===== src/spc_pkg.sv =====
// Package: register map, field positions and reset values for the serial port control block
package spc_pkg;
    // Register byte addresses
    localparam logic [3:0] SPC_ADDR_TXCS = 4'h0;
    localparam logic [3:0] SPC_ADDR_RXCS = 4'h4;
    localparam logic [3:0] SPC_ADDR_BAUD = 4'h8;
    localparam logic [3:0] SPC_ADDR_RXDATA = 4'hC;
    // transmit_control_status fields
    localparam int SPC_TX_CLOCK_SOURCE_SELECT = 7;
    localparam int SPC_TX_NINE = 6;
    localparam int SPC_TX_EN = 5;
    localparam int SPC_TX_SYNC = 4;
    localparam int SPC_TX_BREAK = 3;
    localparam int SPC_TX_HIGH = 2;
    localparam int SPC_TX_EMPTY = 1;
    localparam int SPC_TX_D9 = 0;
    // receive_control_status fields
    localparam int SPC_RX_PEN = 7;
    localparam int SPC_RX_NINE = 6;
    localparam int SPC_RX_SINGLE = 5;
    localparam int SPC_RX_CONT = 4;
    localparam int SPC_RX_ADDR = 3;
    localparam int SPC_RX_FRAMING_ERROR_FLAG = 2;
    localparam int SPC_RX_OVERRUN_ERROR_FLAG = 1;
    localparam int SPC_RX_D9 = 0;
    // baud_control fields
    localparam int SPC_BD_OVF = 7;
    localparam int SPC_BD_IDLE = 6;
    localparam int SPC_BD_POL = 4;
    localparam int SPC_BD_WIDE = 3;
    localparam int SPC_BD_WAKE = 1;
    localparam int SPC_BD_AUTO = 0;
    // Writable masks and reset values
    localparam logic [7:0] SPC_TX_WMASK = 8'hFD;
    localparam logic [7:0] SPC_RX_WMASK = 8'hF8;
    localparam logic [7:0] SPC_BD_WMASK = 8'h1B;
    localparam logic [7:0] SPC_TX_RESET = 8'h02;
    localparam logic [7:0] SPC_RX_RESET = 8'h00;
    localparam logic [7:0] SPC_BD_RESET = 8'h40;
    localparam logic [1:0] SPC_RESP_OKAY = 2'h0;
    localparam logic [1:0] SPC_RESP_SLVERR = 2'h2;
endpackage : spc_pkg


===== src/spc_regs.sv =====
// Serial port control and status registers with AXI4-Lite slave
//
// Behaviour
// - Mode bit one selects synchronous operation
// - Sync clock source bit selects master/slave clock
// - Nine-bit transmit bit selects nine data bits
// - Transmit enable; sync receive enables override it
// - Break request cleared when break completes
// - High baud select only in asynchronous mode
// - Shift empty status reads one when empty
// - Transmit ninth bit supplied from register
// - Port enable routes pins; clear resets port
// - Nine-bit receive bit selects nine bits
// - Single receive as master, cleared when done
// - Continuous receive enables, overrides single receive
// - Address detect loads only ninth-bit-set characters
// - Framing flag updates on receive and on port clear
// - Overrun flag cleared by clearing continuous receive
// - Ninth received bit reported, no parity check
// - Auto-baud overflow flag set on timer overflow
// - Receive idle reads zero while receiving
// - Polarity inverts async data, picks sync edge
// - Wide divider bit selects sixteen-bit generator
// - Wake-up waits for falling edge, then self-clears
// - Auto-baud enable clears when detection completes
// - Receive flag set while unread character held and receiver enabled
//
// The implementer's own choices: the address map and the AXI4-Lite interface to the registers.
`timescale 1ns/1ps
module spc_regs
    import spc_pkg::*;
(
    // Clock and reset
    input wire logic aclk,
    input wire logic aresetn,
    // AXI4-Lite write address and data
    input wire logic [3:0] s_axi_awaddr,
    input wire logic s_axi_awvalid,
    output logic s_axi_awready,
    input wire logic [31:0] s_axi_wdata,
    input wire logic [3:0] s_axi_wstrb,
    input wire logic s_axi_wvalid,
    output logic s_axi_wready,
    // AXI4-Lite write response
    output logic [1:0] s_axi_bresp,
    output logic s_axi_bvalid,
    input wire logic s_axi_bready,
    // AXI4-Lite read
    input wire logic [3:0] s_axi_araddr,
    input wire logic s_axi_arvalid,
    output logic s_axi_arready,
    output logic [31:0] s_axi_rdata,
    output logic [1:0] s_axi_rresp,
    output logic s_axi_rvalid,
    input wire logic s_axi_rready,
    // Events from the serial datapath (same clock)
    input wire logic tx_shift_loaded,
    input wire logic tx_shift_drained,
    input wire logic tx_break_done,
    input wire logic rx_start_seen,
    input wire logic rx_char_done,
    input wire logic [8:0] rx_char,
    input wire logic rx_char_framing_error_flag,
    input wire logic rx_overrun,
    input wire logic autobaud_done,
    input wire logic autobaud_overflow,
    // Receive line pin (asynchronous)
    input wire logic receive_data_pin,
    // Controls to the serial datapath
    output logic port_active,
    output logic sync_mode,
    output logic sync_master,
    output logic tx_nine_bit_enable,
    output logic tx_active,
    output logic tx_send_break,
    output logic high_baud_active,
    output logic tx_ninth_bit,
    output logic tx_invert_data,
    output logic sync_rising_edge,
    output logic wide_divider_select,
    output logic rx_nine_bit_enable,
    output logic rx_active,
    output logic autobaud_active,
    output logic [7:0] receive_data,
    output logic receive_interrupt_flag
);
    import spc_pkg::*;

    ////////////////////////////////////////////////////////////////////////
    logic [7:0] txcs;
    logic [7:0] rxcs;
    logic [7:0] bdcs;
    logic [8:0] rx_hold;
    logic rx_hold_framing_error_flag;
    logic rx_full;
    logic aw_held;
    logic w_held;
    logic [3:0] aw_addr;
    logic [7:0] w_data;
    logic w_lane0;
    logic do_write;
    logic rd_data_take;
    logic [2:0] pin_sync;
    logic pin_level;
    logic wake_fall;

    function automatic logic addr_ok(input logic [3:0] a);
        addr_ok = (a == SPC_ADDR_TXCS) || (a == SPC_ADDR_RXCS)
            || (a == SPC_ADDR_BAUD) || (a == SPC_ADDR_RXDATA);
    endfunction : addr_ok

    function automatic logic [7:0] merge(input logic [7:0] old, input logic [7:0] nv,
        input logic [7:0] wm);
        merge = (old & ~wm) | (nv & wm);
    endfunction : merge

    wire logic is_sync = txcs[SPC_TX_SYNC];
    wire logic pen = rxcs[SPC_RX_PEN];
    wire logic wr_tx = do_write && w_lane0 && aw_addr == SPC_ADDR_TXCS;
    wire logic wr_rx = do_write && w_lane0 && aw_addr == SPC_ADDR_RXCS;
    wire logic wr_bd = do_write && w_lane0 && aw_addr == SPC_ADDR_BAUD;
    wire logic rd_go = s_axi_arvalid && s_axi_arready;
    // Character accepted unless overrun is set or address detect filters it
    wire logic rx_accept = rx_char_done && !rxcs[SPC_RX_OVERRUN_ERROR_FLAG]
        && !(!is_sync && rxcs[SPC_RX_NINE] && rxcs[SPC_RX_ADDR] && !rx_char[8]);

    // Wake-up: armed, asynchronous and enabled, on a settled falling edge;
    // used both to self-clear the arm bit and to flag the receiver
    wire logic wake_hit = bdcs[SPC_BD_WAKE] && !is_sync && pen && wake_fall;

    ////////////////////////////////////////////////////////////////////////
    // AXI4-Lite write path: address and data taken in either order
    // Ready pulses for one cycle so a valid still high is never taken twice
    // Response is withheld while an earlier one still waits for bready
    assign do_write = aw_held && w_held && !s_axi_bvalid;

    always_ff @(posedge aclk)
    begin
        if (!aresetn)
        begin
            aw_held <= 1'b0;
            w_held <= 1'b0;
            aw_addr <= SPC_ADDR_TXCS;
            w_data <= 8'h00;
            w_lane0 <= 1'b0;
            s_axi_awready <= 1'b0;
            s_axi_wready <= 1'b0;
            s_axi_bvalid <= 1'b0;
            s_axi_bresp <= SPC_RESP_OKAY;
        end
        else
        begin
            s_axi_awready <= !aw_held && !s_axi_awready && s_axi_awvalid;
            s_axi_wready <= !w_held && !s_axi_wready && s_axi_wvalid;
            if (s_axi_awvalid && s_axi_awready)
            begin
                aw_held <= 1'b1;
                aw_addr <= s_axi_awaddr;
            end
            if (s_axi_wvalid && s_axi_wready)
            begin
                w_held <= 1'b1;
                w_data <= s_axi_wdata[7:0];
                w_lane0 <= s_axi_wstrb[0];
            end
            if (do_write)
            begin
                aw_held <= 1'b0;
                w_held <= 1'b0;
                s_axi_bvalid <= 1'b1;
                s_axi_bresp <= addr_ok(aw_addr) ? SPC_RESP_OKAY : SPC_RESP_SLVERR;
            end
            else if (s_axi_bvalid && s_axi_bready)
                s_axi_bvalid <= 1'b0;
        end
    end

    ////////////////////////////////////////////////////////////////////////
    // AXI4-Lite read path
    always_ff @(posedge aclk)
    begin
        if (!aresetn)
        begin
            s_axi_arready <= 1'b0;
            s_axi_rvalid <= 1'b0;
            s_axi_rdata <= 32'h0000_0000;
            s_axi_rresp <= SPC_RESP_OKAY;
        end
        else
        begin
            s_axi_arready <= !s_axi_arready && !s_axi_rvalid && s_axi_arvalid;
            if (rd_go)
            begin
                s_axi_rvalid <= 1'b1;
                s_axi_rresp <= addr_ok(s_axi_araddr) ? SPC_RESP_OKAY : SPC_RESP_SLVERR;
                unique case (s_axi_araddr)
                    SPC_ADDR_TXCS: s_axi_rdata <= {24'h000000, txcs};
                    SPC_ADDR_RXCS: s_axi_rdata <= {24'h000000, rxcs};
                    SPC_ADDR_BAUD: s_axi_rdata <= {24'h000000, bdcs};
                    SPC_ADDR_RXDATA: s_axi_rdata <= {24'h000000, rx_hold[7:0]};
                    default: s_axi_rdata <= 32'h0000_0000;
                endcase
            end
            else if (s_axi_rvalid && s_axi_rready)
                s_axi_rvalid <= 1'b0;
        end
    end

    // Reading the data word empties the hold, so status is read before it
    assign rd_data_take = rd_go && s_axi_araddr == SPC_ADDR_RXDATA;

    ////////////////////////////////////////////////////////////////////////
    // Receive pin synchroniser, falling edge for wake-up
    // A level counts only when the last two stages agree, so a single-cycle
    // glitch on the line can never fire a wake-up
    always_ff @(posedge aclk)
    begin
        if (!aresetn)
        begin
            pin_sync <= 3'h7;
            pin_level <= 1'b1;
        end
        else
        begin
            pin_sync <= {pin_sync[1:0], receive_data_pin};
            if (pin_sync[2] == pin_sync[1])
                pin_level <= pin_sync[1];
        end
    end

    assign wake_fall = pin_level && pin_sync[2] == pin_sync[1] && !pin_sync[1];

    ////////////////////////////////////////////////////////////////////////
    // Transmit control/status; sets by hardware win over software writes
    always_ff @(posedge aclk)
    begin
        if (!aresetn)
            txcs <= SPC_TX_RESET;
        else
        begin
            if (wr_tx)
                txcs <= merge(txcs, w_data, SPC_TX_WMASK);
            if (!pen)
                txcs[SPC_TX_EMPTY] <= 1'b1;
            else if (tx_shift_loaded)
                txcs[SPC_TX_EMPTY] <= 1'b0;
            else if (tx_shift_drained)
                txcs[SPC_TX_EMPTY] <= 1'b1;
            // A software set in the same cycle wins so a fresh break is not lost
            if (tx_break_done && !is_sync && !(wr_tx && w_data[SPC_TX_BREAK]))
                txcs[SPC_TX_BREAK] <= 1'b0;
        end
    end

    ////////////////////////////////////////////////////////////////////////
    // Receive control/status and receive holding word
    always_ff @(posedge aclk)
    begin
        if (!aresetn)
        begin
            rxcs <= SPC_RX_RESET;
            rx_hold <= 9'h000;
            rx_hold_framing_error_flag <= 1'b0;
            rx_full <= 1'b0;
        end
        else
        begin
            if (wr_rx)
                rxcs <= merge(rxcs, w_data, SPC_RX_WMASK);
            if (rd_data_take)
                rx_full <= 1'b0;
            if (rx_accept && rx_active)
            begin
                rx_hold <= rx_char;
                rx_hold_framing_error_flag <= rx_char_framing_error_flag;
                rx_full <= 1'b1;
            end
            // Flags reflect the held character only
            rxcs[SPC_RX_FRAMING_ERROR_FLAG] <= rx_hold_framing_error_flag;
            rxcs[SPC_RX_D9] <= rx_hold[8];
            // Overrun set beats a same-cycle write clear, not a port disable; it also stops new characters
            if (rx_overrun && rx_active)
                rxcs[SPC_RX_OVERRUN_ERROR_FLAG] <= 1'b1;
            else if (wr_rx && !w_data[SPC_RX_CONT])
                rxcs[SPC_RX_OVERRUN_ERROR_FLAG] <= 1'b0;
            // Single receive ends after one character unless continuous is set
            if (rx_char_done && is_sync && sync_master && !rxcs[SPC_RX_CONT])
                rxcs[SPC_RX_SINGLE] <= 1'b0;
            if (!pen)
            begin
                // Port held in reset: error state and buffer flushed
                rx_full <= 1'b0;
                rx_hold_framing_error_flag <= 1'b0;
                rxcs[SPC_RX_OVERRUN_ERROR_FLAG] <= 1'b0;
                rxcs[SPC_RX_FRAMING_ERROR_FLAG] <= 1'b0;
            end
        end
    end

    ////////////////////////////////////////////////////////////////////////
    // Baud control/status
    always_ff @(posedge aclk)
    begin
        if (!aresetn)
            bdcs <= SPC_BD_RESET;
        else
        begin
            if (wr_bd)
                bdcs <= merge(bdcs, w_data, SPC_BD_WMASK);
            if (!pen || is_sync || rx_char_done)
                bdcs[SPC_BD_IDLE] <= 1'b1;
            else if (rx_start_seen)
                bdcs[SPC_BD_IDLE] <= 1'b0;
            // Overflow only has meaning while detection runs
            if (autobaud_overflow && !is_sync)
                bdcs[SPC_BD_OVF] <= 1'b1;
            else if (!bdcs[SPC_BD_AUTO] || !pen)
                bdcs[SPC_BD_OVF] <= 1'b0;
            if (autobaud_done && !is_sync)
                bdcs[SPC_BD_AUTO] <= 1'b0;
            if (wake_hit)
                bdcs[SPC_BD_WAKE] <= 1'b0;
        end
    end

    ////////////////////////////////////////////////////////////////////////
    // Control outputs, all registered
    // Each control trails its register bit by one cycle, receive_interrupt_flag by two through rx_active; the datapath sees
    // only flip-flop outputs, so no decode glitch reaches it
    always_ff @(posedge aclk)
    begin
        if (!aresetn)
        begin
            port_active <= 1'b0;
            sync_mode <= 1'b0;
            sync_master <= 1'b0;
            tx_nine_bit_enable <= 1'b0;
            tx_active <= 1'b0;
            tx_send_break <= 1'b0;
            high_baud_active <= 1'b0;
            tx_ninth_bit <= 1'b0;
            tx_invert_data <= 1'b0;
            sync_rising_edge <= 1'b0;
            wide_divider_select <= 1'b0;
            rx_nine_bit_enable <= 1'b0;
            rx_active <= 1'b0;
            autobaud_active <= 1'b0;
            receive_data <= 8'h00;
            receive_interrupt_flag <= 1'b0;
        end
        else
        begin
            port_active <= pen;
            sync_mode <= is_sync;
            sync_master <= is_sync && txcs[SPC_TX_CLOCK_SOURCE_SELECT];
            tx_nine_bit_enable <= txcs[SPC_TX_NINE];
            // Sync receive enables override transmit
            tx_active <= pen && txcs[SPC_TX_EN]
                && !(is_sync && (rxcs[SPC_RX_SINGLE] || rxcs[SPC_RX_CONT]));
            tx_send_break <= pen && !is_sync && txcs[SPC_TX_BREAK];
            high_baud_active <= !is_sync && txcs[SPC_TX_HIGH];
            tx_ninth_bit <= txcs[SPC_TX_D9];
            tx_invert_data <= !is_sync && bdcs[SPC_BD_POL];
            sync_rising_edge <= is_sync && bdcs[SPC_BD_POL];
            wide_divider_select <= bdcs[SPC_BD_WIDE];
            rx_nine_bit_enable <= rxcs[SPC_RX_NINE];
            // Continuous wins; single only as sync master
            rx_active <= pen && !(!is_sync && bdcs[SPC_BD_WAKE]) && (rxcs[SPC_RX_CONT]
                || (is_sync && txcs[SPC_TX_CLOCK_SOURCE_SELECT] && rxcs[SPC_RX_SINGLE]));
            autobaud_active <= pen && !is_sync && bdcs[SPC_BD_AUTO];
            receive_data <= rx_hold[7:0];
            // Wake event flags the receiver once
            receive_interrupt_flag <= pen && ((rx_active && rx_full)
                || wake_hit);
        end
    end
endmodule : spc_regs


===== config.mk =====
export PLATFORM = sky130hd
export DESIGN_NAME = spc_regs
export DESIGN_NICKNAME = d
export VERILOG_FILES = /design/src/spc_pkg.sv /design/src/spc_regs.sv
export SDC_FILE = /design/constraint.sdc
export NUM_CORES = 1
export LEC_CHECK = 0
export BUFFER_PORTS_ARGS = -buffer_cell sky130_fd_sc_hd__buf_2
export CAP_MARGIN = 0
export CORE_ASPECT_RATIO = 1.25
export CORE_UTILIZATION = 45
export CTS_BUF_LIST = sky130_fd_sc_hd__clkbuf_2 sky130_fd_sc_hd__clkbuf_4 sky130_fd_sc_hd__clkbuf_8
export DETAILED_ROUTE_END_ITERATION = 16
export GPL_ROUTABILITY_DRIVEN = 1
export PLACE_DENSITY = 0.77
export SLEW_MARGIN = 20
export SYNTH_ARGS = -nofsm -noshare
export SYNTH_HDL_FRONTEND = slang
export SYNTH_SLANG_ARGS = --single-unit

===== constraint.sdc =====
create_clock -name aclk -period 1.3 [get_ports aclk]
set_input_delay 0.39 -clock aclk [delete_from_list [all_inputs] [get_ports aclk]]
set_output_delay 0.39 -clock aclk [all_outputs]
set_load 0.01 [all_outputs]

==> results of run 1 <==
## path summary, 6_finish.rpt
| kind | slack, ns | depth (start not counted) | to |
|---|---|---|---|
| worst min-delay path | 0.22 | 2 | pin_sync[0] |
| worst max register to register | -0.03 | 4 | rxcs[3] |
| worst min register to register | 0.41 | 1 | pin_sync[1] |
| worst max-delay path | -0.03 | 4 | rxcs[3] |
## metal layers
layer	track usage	wire length, µm	vias to the layer above
li1	-	-	1450
met1	0.239	3360	1336
met2	0.363	4180	100
met3	0.0588	376	16
met4	0.0810	164	0
met5	0	0	-
## cell usage in the layout, fill, tap and decap left out, types with 9 or more instances in the layout
cell,Yosys,final
a21oi_1,44,40
a22o_1,10,10
o21ai_1,16,12
nand2_1,39,39
conb_1,1,26
nor2_1,12,12
clkbuf_8,0,9
and2_1,15,15
dfxtp_1,90,81
nand3_1,26,25
buf_4,26,33
buf_2,8,79
## per-stage QoR
step	instance area, µm²	std cells
detailed placement	4130	555
global placement	4130	555
floorplan	3640	394
finish	4410	572
CTS	4360	571
global route	4410	572
## registers in the layout, summed over array words and instances, names as in the netlist, 3 cells and up
signal and flops:
aw_addr 4, bdcs 6, pin_sync 3, receive_data 8
rx_hold 9, rxcs 8, s_axi_rdata 8, txcs 8
w_data 8
## cell type report
cell class                      count  area share
Inverter                            8     0.00681
Timing Repair Buffer              116       0.158
Sequential cell                    90       0.413
Clock buffer                        9      0.0281
Multi-Input combinational cell    250       0.350
Clock inverter                      7      0.0179
Tap cell                           92      0.0261
## worst max-delay path: stages, from the launching register on
cell and delay (ns):
dfxtp_2 0.34, buf_6 0.12, nor4b_4 0.28, and3_4 0.30
mux2i_1 0.21
## report_power, final
| group | total [mW] | internal, mW | switching [mW] |
|---|---|---|---|
| logic | 0.307 | 0.135 | 0.172 |
| registers | 2.81 | 2.78 | 0.0267 |
| clock network | 1.91 | 0.900 | 1.01 |
## cell families (layout without fill, tap and decap cells)
family | count (synthesis) | after routing | synth area share
flip-flops | 90 | 90 | 0.512
buffers and inverters | 54 | 140 | 0.0903
AND/OR/NAND/NOR | 126 | 126 | 0.197
multiplexers | 13 | 13 | 0.0590
other | 1 | 26 | 0.00107
AO/OA/AOI/OAI | 85 | 85 | 0.140
## what timing repair did
item                                    CTS  global route
pin swaps                                 4            14
endpoints found under the setup margin   17            21
endpoints found under the hold margin     0             0
setup buffers                             2             3
gates resized for setup                  11            14
==> metrics.md, run 1 <==
| Metric | Value |
|---|---|
| Initial antenna violation count | `0` |
| Synth Instances | `369` |
| Filler cell count | `673` |
| Cell Pwr Density | `1140 nW/µm²` |
| Largest net degree at the start of global routing | `19` |
| Seq/Total Area, Yosys | `0.512` |
| Nets | `545` |
| Final Power | `5.03 mW` |
| GPL Wtd Cong | `0.856` |
| Starting Density | `0.470` |
| 1st-pass router iterations | `4` |
| Top Ports | `134` |
| Top cells by count, synth | `dfxtp_1, a21oi_1, nand2_1` |
| Number of synthesized flops with an enable pin | `0` |
| Final Cycle Share | `1.02` |
| Critical Path RT | `1.58 ns` |
| DR WL/cell | `14.1 µm` |
| Ys async rst share | `0` |
| Hold_sp | `receive_data_pin` |
| Root buffer cell | `clkbuf_8` |
| Register area | `1820 µm²` |
| Final Max Tran Viols | `0` |
| Mapped Area | `3520 µm²` |
| Clock Skew | `0.0135 ns` |
| Worst min path class | `in -> reg` |
| Syn avg cell area | `9.54 µm²` |
| Routed Antenna Nets | `0` |
| Die area | `8180 µm²` |
| Crit path kind | `reg -> reg` |
| Hold slack | `0.215 ns` |
| DR DRC count | `0` |
| Setup TNS | `-0.0827 ns` |
| Final design utilization | `0.588` |
| Worst skew pair latency | `0.36 ns` |
| Antenna cells | `0` |
| Row count | `35` |
| Worst R2R Start | `aw_addr[3]` |
| Vias | `2902` |
| CP Launch Type | `flip-flop` |
| Port Buf Inserts | `80` |
| Max-cap violations | `0` |
| CTS Hold Bufs | `0` |
| GRT Util Overall | `0.209` |
| Cell taking the most area after synthesis | `dfxtp_1` |
| Share of cells above drive strength 1 | `0.340` |
| Final wirelength | `8080 µm` |
| H-tree Lvls | `3` |
| RSZ-0062 raised after global routing | `true` |
| Die Height | `101 µm` |
| Final hold viol count | `0` |
| Post-synthesis cell type count | `36` |
| Routed vias/inst | `5.07` |
| Max VDD drop | `0.710 mV` |
| First-pass GRT wire length | `12700 µm` |
| Static leakage | `1.89 nW` |
| First-iteration detailed-routing DRC count | `157` |
| CTS tree | `done` |
| Top FF cell, synth | `dfxtp_1` |
| DIE WIDTH | `81.1 µm` |
| CP max FO | `6` |
| Critical Path AT | `1.61 ns` |
| Detailed placer's ending HPWL | `6190 µm` |
| GRT overflow | `0` |
| Placement Setup Slack | `-0.138 ns` |
| Clock Sinks | `90` |
| Status | `finished with violations` |
| Area of the core | `7490 µm²` |
| Vias in the first global route | `2673` |
| Worst setup EP type | `flip-flop` |
| Largest cells by area after synthesis | `dfxtp_1, a21oi_1, buf_4, nand2_1, mux4_2` |
| Min Tclk post-route | `1.33 ns` |
| CTS Buf Count | `9` |
| Top-count cell post-synth | `dfxtp_1` |
| Multi-input gate area | `1540 µm²` |
| Area Overhead vs Synth | `25.2%` |
| Failing checks | `negative setup slack` |
| Final setup vio count | `7` |
| Critical path launch point | `aw_addr[3]` |
| Max Root-Sink Buffers | `2` |
| Synth warn | `0` |
| Area fraction of the dominant cell type after synthesis | `0.512` |
| FMAX | `0.751 GHz` |
| Setup ws final | `-0.0308 ns` |
| Yosys reg bits | `90` |
| Worst-path clk slew | `0.09 ns` |
No activity file was read; power rests on OpenSTA's default activity.
==> run 2, diff against run 1 <==
ABC_AREA = 1   (was unset)
==> run 2 against run 1 <==
Net effect:
- the flow now finishes without violations
- worst hold slack better by 0.0022 ns
- routed wire length down 5.3%
- first-iteration DRC count grew 2.5%
- total power fell by 1.8%
- clock-buffer cell count rose by 4
- core utilization is 2.9 points lower
- critical endpoint is now rx_active
==> metrics.md, run 2 <==
| Metric | Value |
|---|---|
| Status | `complete, no violations` |
| Routed vias/inst | `4.77` |
| Die area | `8300 µm²` |
| Cell Pwr Density | `1170 nW/µm²` |
| Setup bufs post-CTS | `0` |
| Worst setup EP type | `output pin` |
| First-pass GRT wire length | `12100 µm` |
| Port Buf Inserts | `80` |
| Commonest non-fill, non-tap cell in the layout | `dfxtp_1` |
| Worst min path class | `in -> reg` |
| R2R Setup Slk | `0.13 ns` |
| Power Internal | `3.76 mW` |
| Post-Synth XOR/XNOR Area | `0` |
| H-tree Lvls | `3` |
| Clock Skew | `0.00992 ns` |
| Area Overhead vs Synth | `18.0%` |
| End of the worst register-to-register path | `rx_hold[0]` |
| RSZ-0062 raised after global routing | `true` |
| Post-synthesis cell type count | `32` |
| Largest family of logic cells by synthesized area | `simple AND/OR/NAND/NOR gates` |
| Syn avg cell area | `7.92 µm²` |
| Multiplexer share of the synthesized area | `0` |
| R2R depth | `6` |
| Top-count cell post-synth | `dfxtp_1` |
| Simple-Gate Fraction of Synth Area | `0.246` |
| Setup ws final | `0.0523 ns` |
| Cell taking the most area after synthesis | `dfxtp_1` |
| GRT Util Overall | `0.195` |
| Worst path cell trace | `buf_6` |
| Gate power share | `0.068` |
| Biggest register | `rx_hold` |
| Final hold viol count | `0` |
| DIE WIDTH | `81.7 µm` |
| Flop pwr share | `0.572` |
| Hold_sp | `tx_shift_loaded` |
| Area fraction of the dominant cell type after synthesis | `0.505` |
| NetSw | `1.17 mW` |
| Die Height | `102 µm` |
| Delay-heaviest family, CP | `flip-flops` |
| CP Launch Type | `flip-flop` |
| Critical Path AT | `0.86 ns` |
| Final Power | `4.94 mW` |
| Largest register FFs | `9` |
| Seq/Total Area, Yosys | `0.505` |
| Largest net degree at the start of global routing | `36` |
| Worst R2R Start | `txcs[4]` |
| Worst Hold Path Cells | `2` |
| Routed Antenna Nets | `0` |
| CP max FO | `4` |
| Row count | `35` |
| Nets | `612` |
| Top Ports | `134` |
| Worst skew pair latency | `0.35 ns` |
| Max-cap violations | `0` |
| Max Root-Sink Buffers | `2` |
| GPL Wtd Cong | `0.866` |
| Yosys reg bits | `90` |
| Compound-gate portion of the synthesized area | `0.118` |
| Post-synthesis adder-cell area fraction | `0` |
| FMAX | `0.801 GHz` |
| Critical path launch point | `rx_active` |
| GRT overflow | `0` |
| Mapped Area | `3570 µm²` |
| CP max-delay cell | `dfxtp_2` |
| Hold slack | `0.217 ns` |
| Clock share of power | `0.360` |
| CTS tree | `done` |
| Initial antenna violation count | `0` |
| Critical Path RT | `0.91 ns` |
| Final wirelength | `7660 µm` |
| Top FF cell, synth | `dfxtp_1` |
| Crit path kind | `reg -> out` |
| Placement Setup Slack | `-0.0902 ns` |
| Synth warn | `0` |
| Filler cell count | `750` |
| Final Cycle Share | `0.960` |
| Ys async rst share | `0` |
| CTS Buf Count | `9` |
| Synth Instances | `451` |
| Final Max Tran Viols | `0` |
| DR WL/cell | `12.0 µm` |
| Worst-path clk slew | `0.08 ns` |
| Detailed placer's ending HPWL | `5870 µm` |
| Share of cells above drive strength 1 | `0.250` |
| Vias in the first global route | `2713` |
| Largest cells by area after synthesis | `dfxtp_1, nor2_1, nand2_1, buf_4, nand3_1` |
| Root buffer cell | `clkbuf_8` |
| Antenna cells | `0` |
| Hold endpoint | `txcs[1]` |
| Most frequent cells in the layout | `dfxtp_1, buf_2, nor2_1, nand2_1, nand3_1` |
| Top cells by count, synth | `dfxtp_1, nor2_1, nand2_1` |
| Area of the core | `7530 µm²` |
| Switch share | `0.237` |
| Static leakage | `2.05 nW` |
| Max VDD drop | `0.576 mV` |
| CP peak stage delay | `0.39 ns` |
| Clock Sinks | `90` |
| Final setup vio count | `0` |
| Buf/Inv on CP | `1` |
| Starting Density | `0.474` |
| Number of synthesized flops with an enable pin | `0` |
| 1st-pass router iterations | `4` |
| DR DRC count | `0` |
| Min Tclk post-route | `1.25 ns` |
| First-iteration detailed-routing DRC count | `161` |
| Vias | `3045` |
run 2: cell type report:
class / instances / area, µm² / share of cell area
clock buffers: 13 / 166 / 0.0395
clock inverters: 3 / 23.8 / 0.00564
inverters: 44 / 165 / 0.0392
multi-input cells: 302 / 1410 / 0.334
flip-flops and latches: 90 / 1800 / 0.428
well taps: 92 / 115 / 0.0273
repair buffers: 95 / 532 / 0.126
run 2: how the worst max path moves through the flow:
stage / endpoint / cells after the start
2_1_floorplan: rx_hold[0] / 6
3_3_place_gp: rx_hold[0] / 7
3_5_place_dp: rx_hold[0] / 7
4_1_cts: s_axi_wready / 1
5_1_grt: txcs[5] / 7
6_report: rx_active / 1
run 2: cell families after synthesis:
family	Yosys count
AO/OA/AOI/OAI	82
buffers and inverters	84
flip-flops	90
other	1
AND/OR/NAND/NOR	194
run 2: metal layers:
metal | track usage | share of wire | vias to the layer above
li1 | - | - | 1577
met4 | 0.0756 | 0.016 | 0
met2 | 0.340 | 0.50 | 88
met5 | 0 | 0 | -
met3 | 0.0523 | 0.061 | 10
met1 | 0.224 | 0.42 | 1370
run 2: timing repair:
action,CTS,global route
hold buffers,0,0
setup endpoints to repair,2,8
gates resized for setup,3,2
run 2: power by group through the flow:
stage | clock network (mW) | logic (mW) | registers [mW]
detailed placement | 0 | 0.332 | 2.89
finish | 1.78 | 0.334 | 2.82
global placement | 0 | 0.325 | 2.89
floorplan | 0 | 0.260 | 2.89
global route | 1.94 | 0.375 | 2.83
CTS | 1.83 | 0.333 | 2.82
run 2: stage by stage:
| stage | setup TNS [ns] | utilization | instance area [µm²] | instances |
|---|---|---|---|---|
| finish | 0 | 0.560 | 4220 | 639 |
| global route | -0.00759 | 0.560 | 4220 | 639 |
| CTS | 0 | 0.558 | 4200 | 639 |
| detailed placement | -0.753 | 0.533 | 4010 | 624 |
| global placement | -0.509 | 0.533 | 4010 | 624 |
| floorplan | 0 | - | 3660 | 476 |
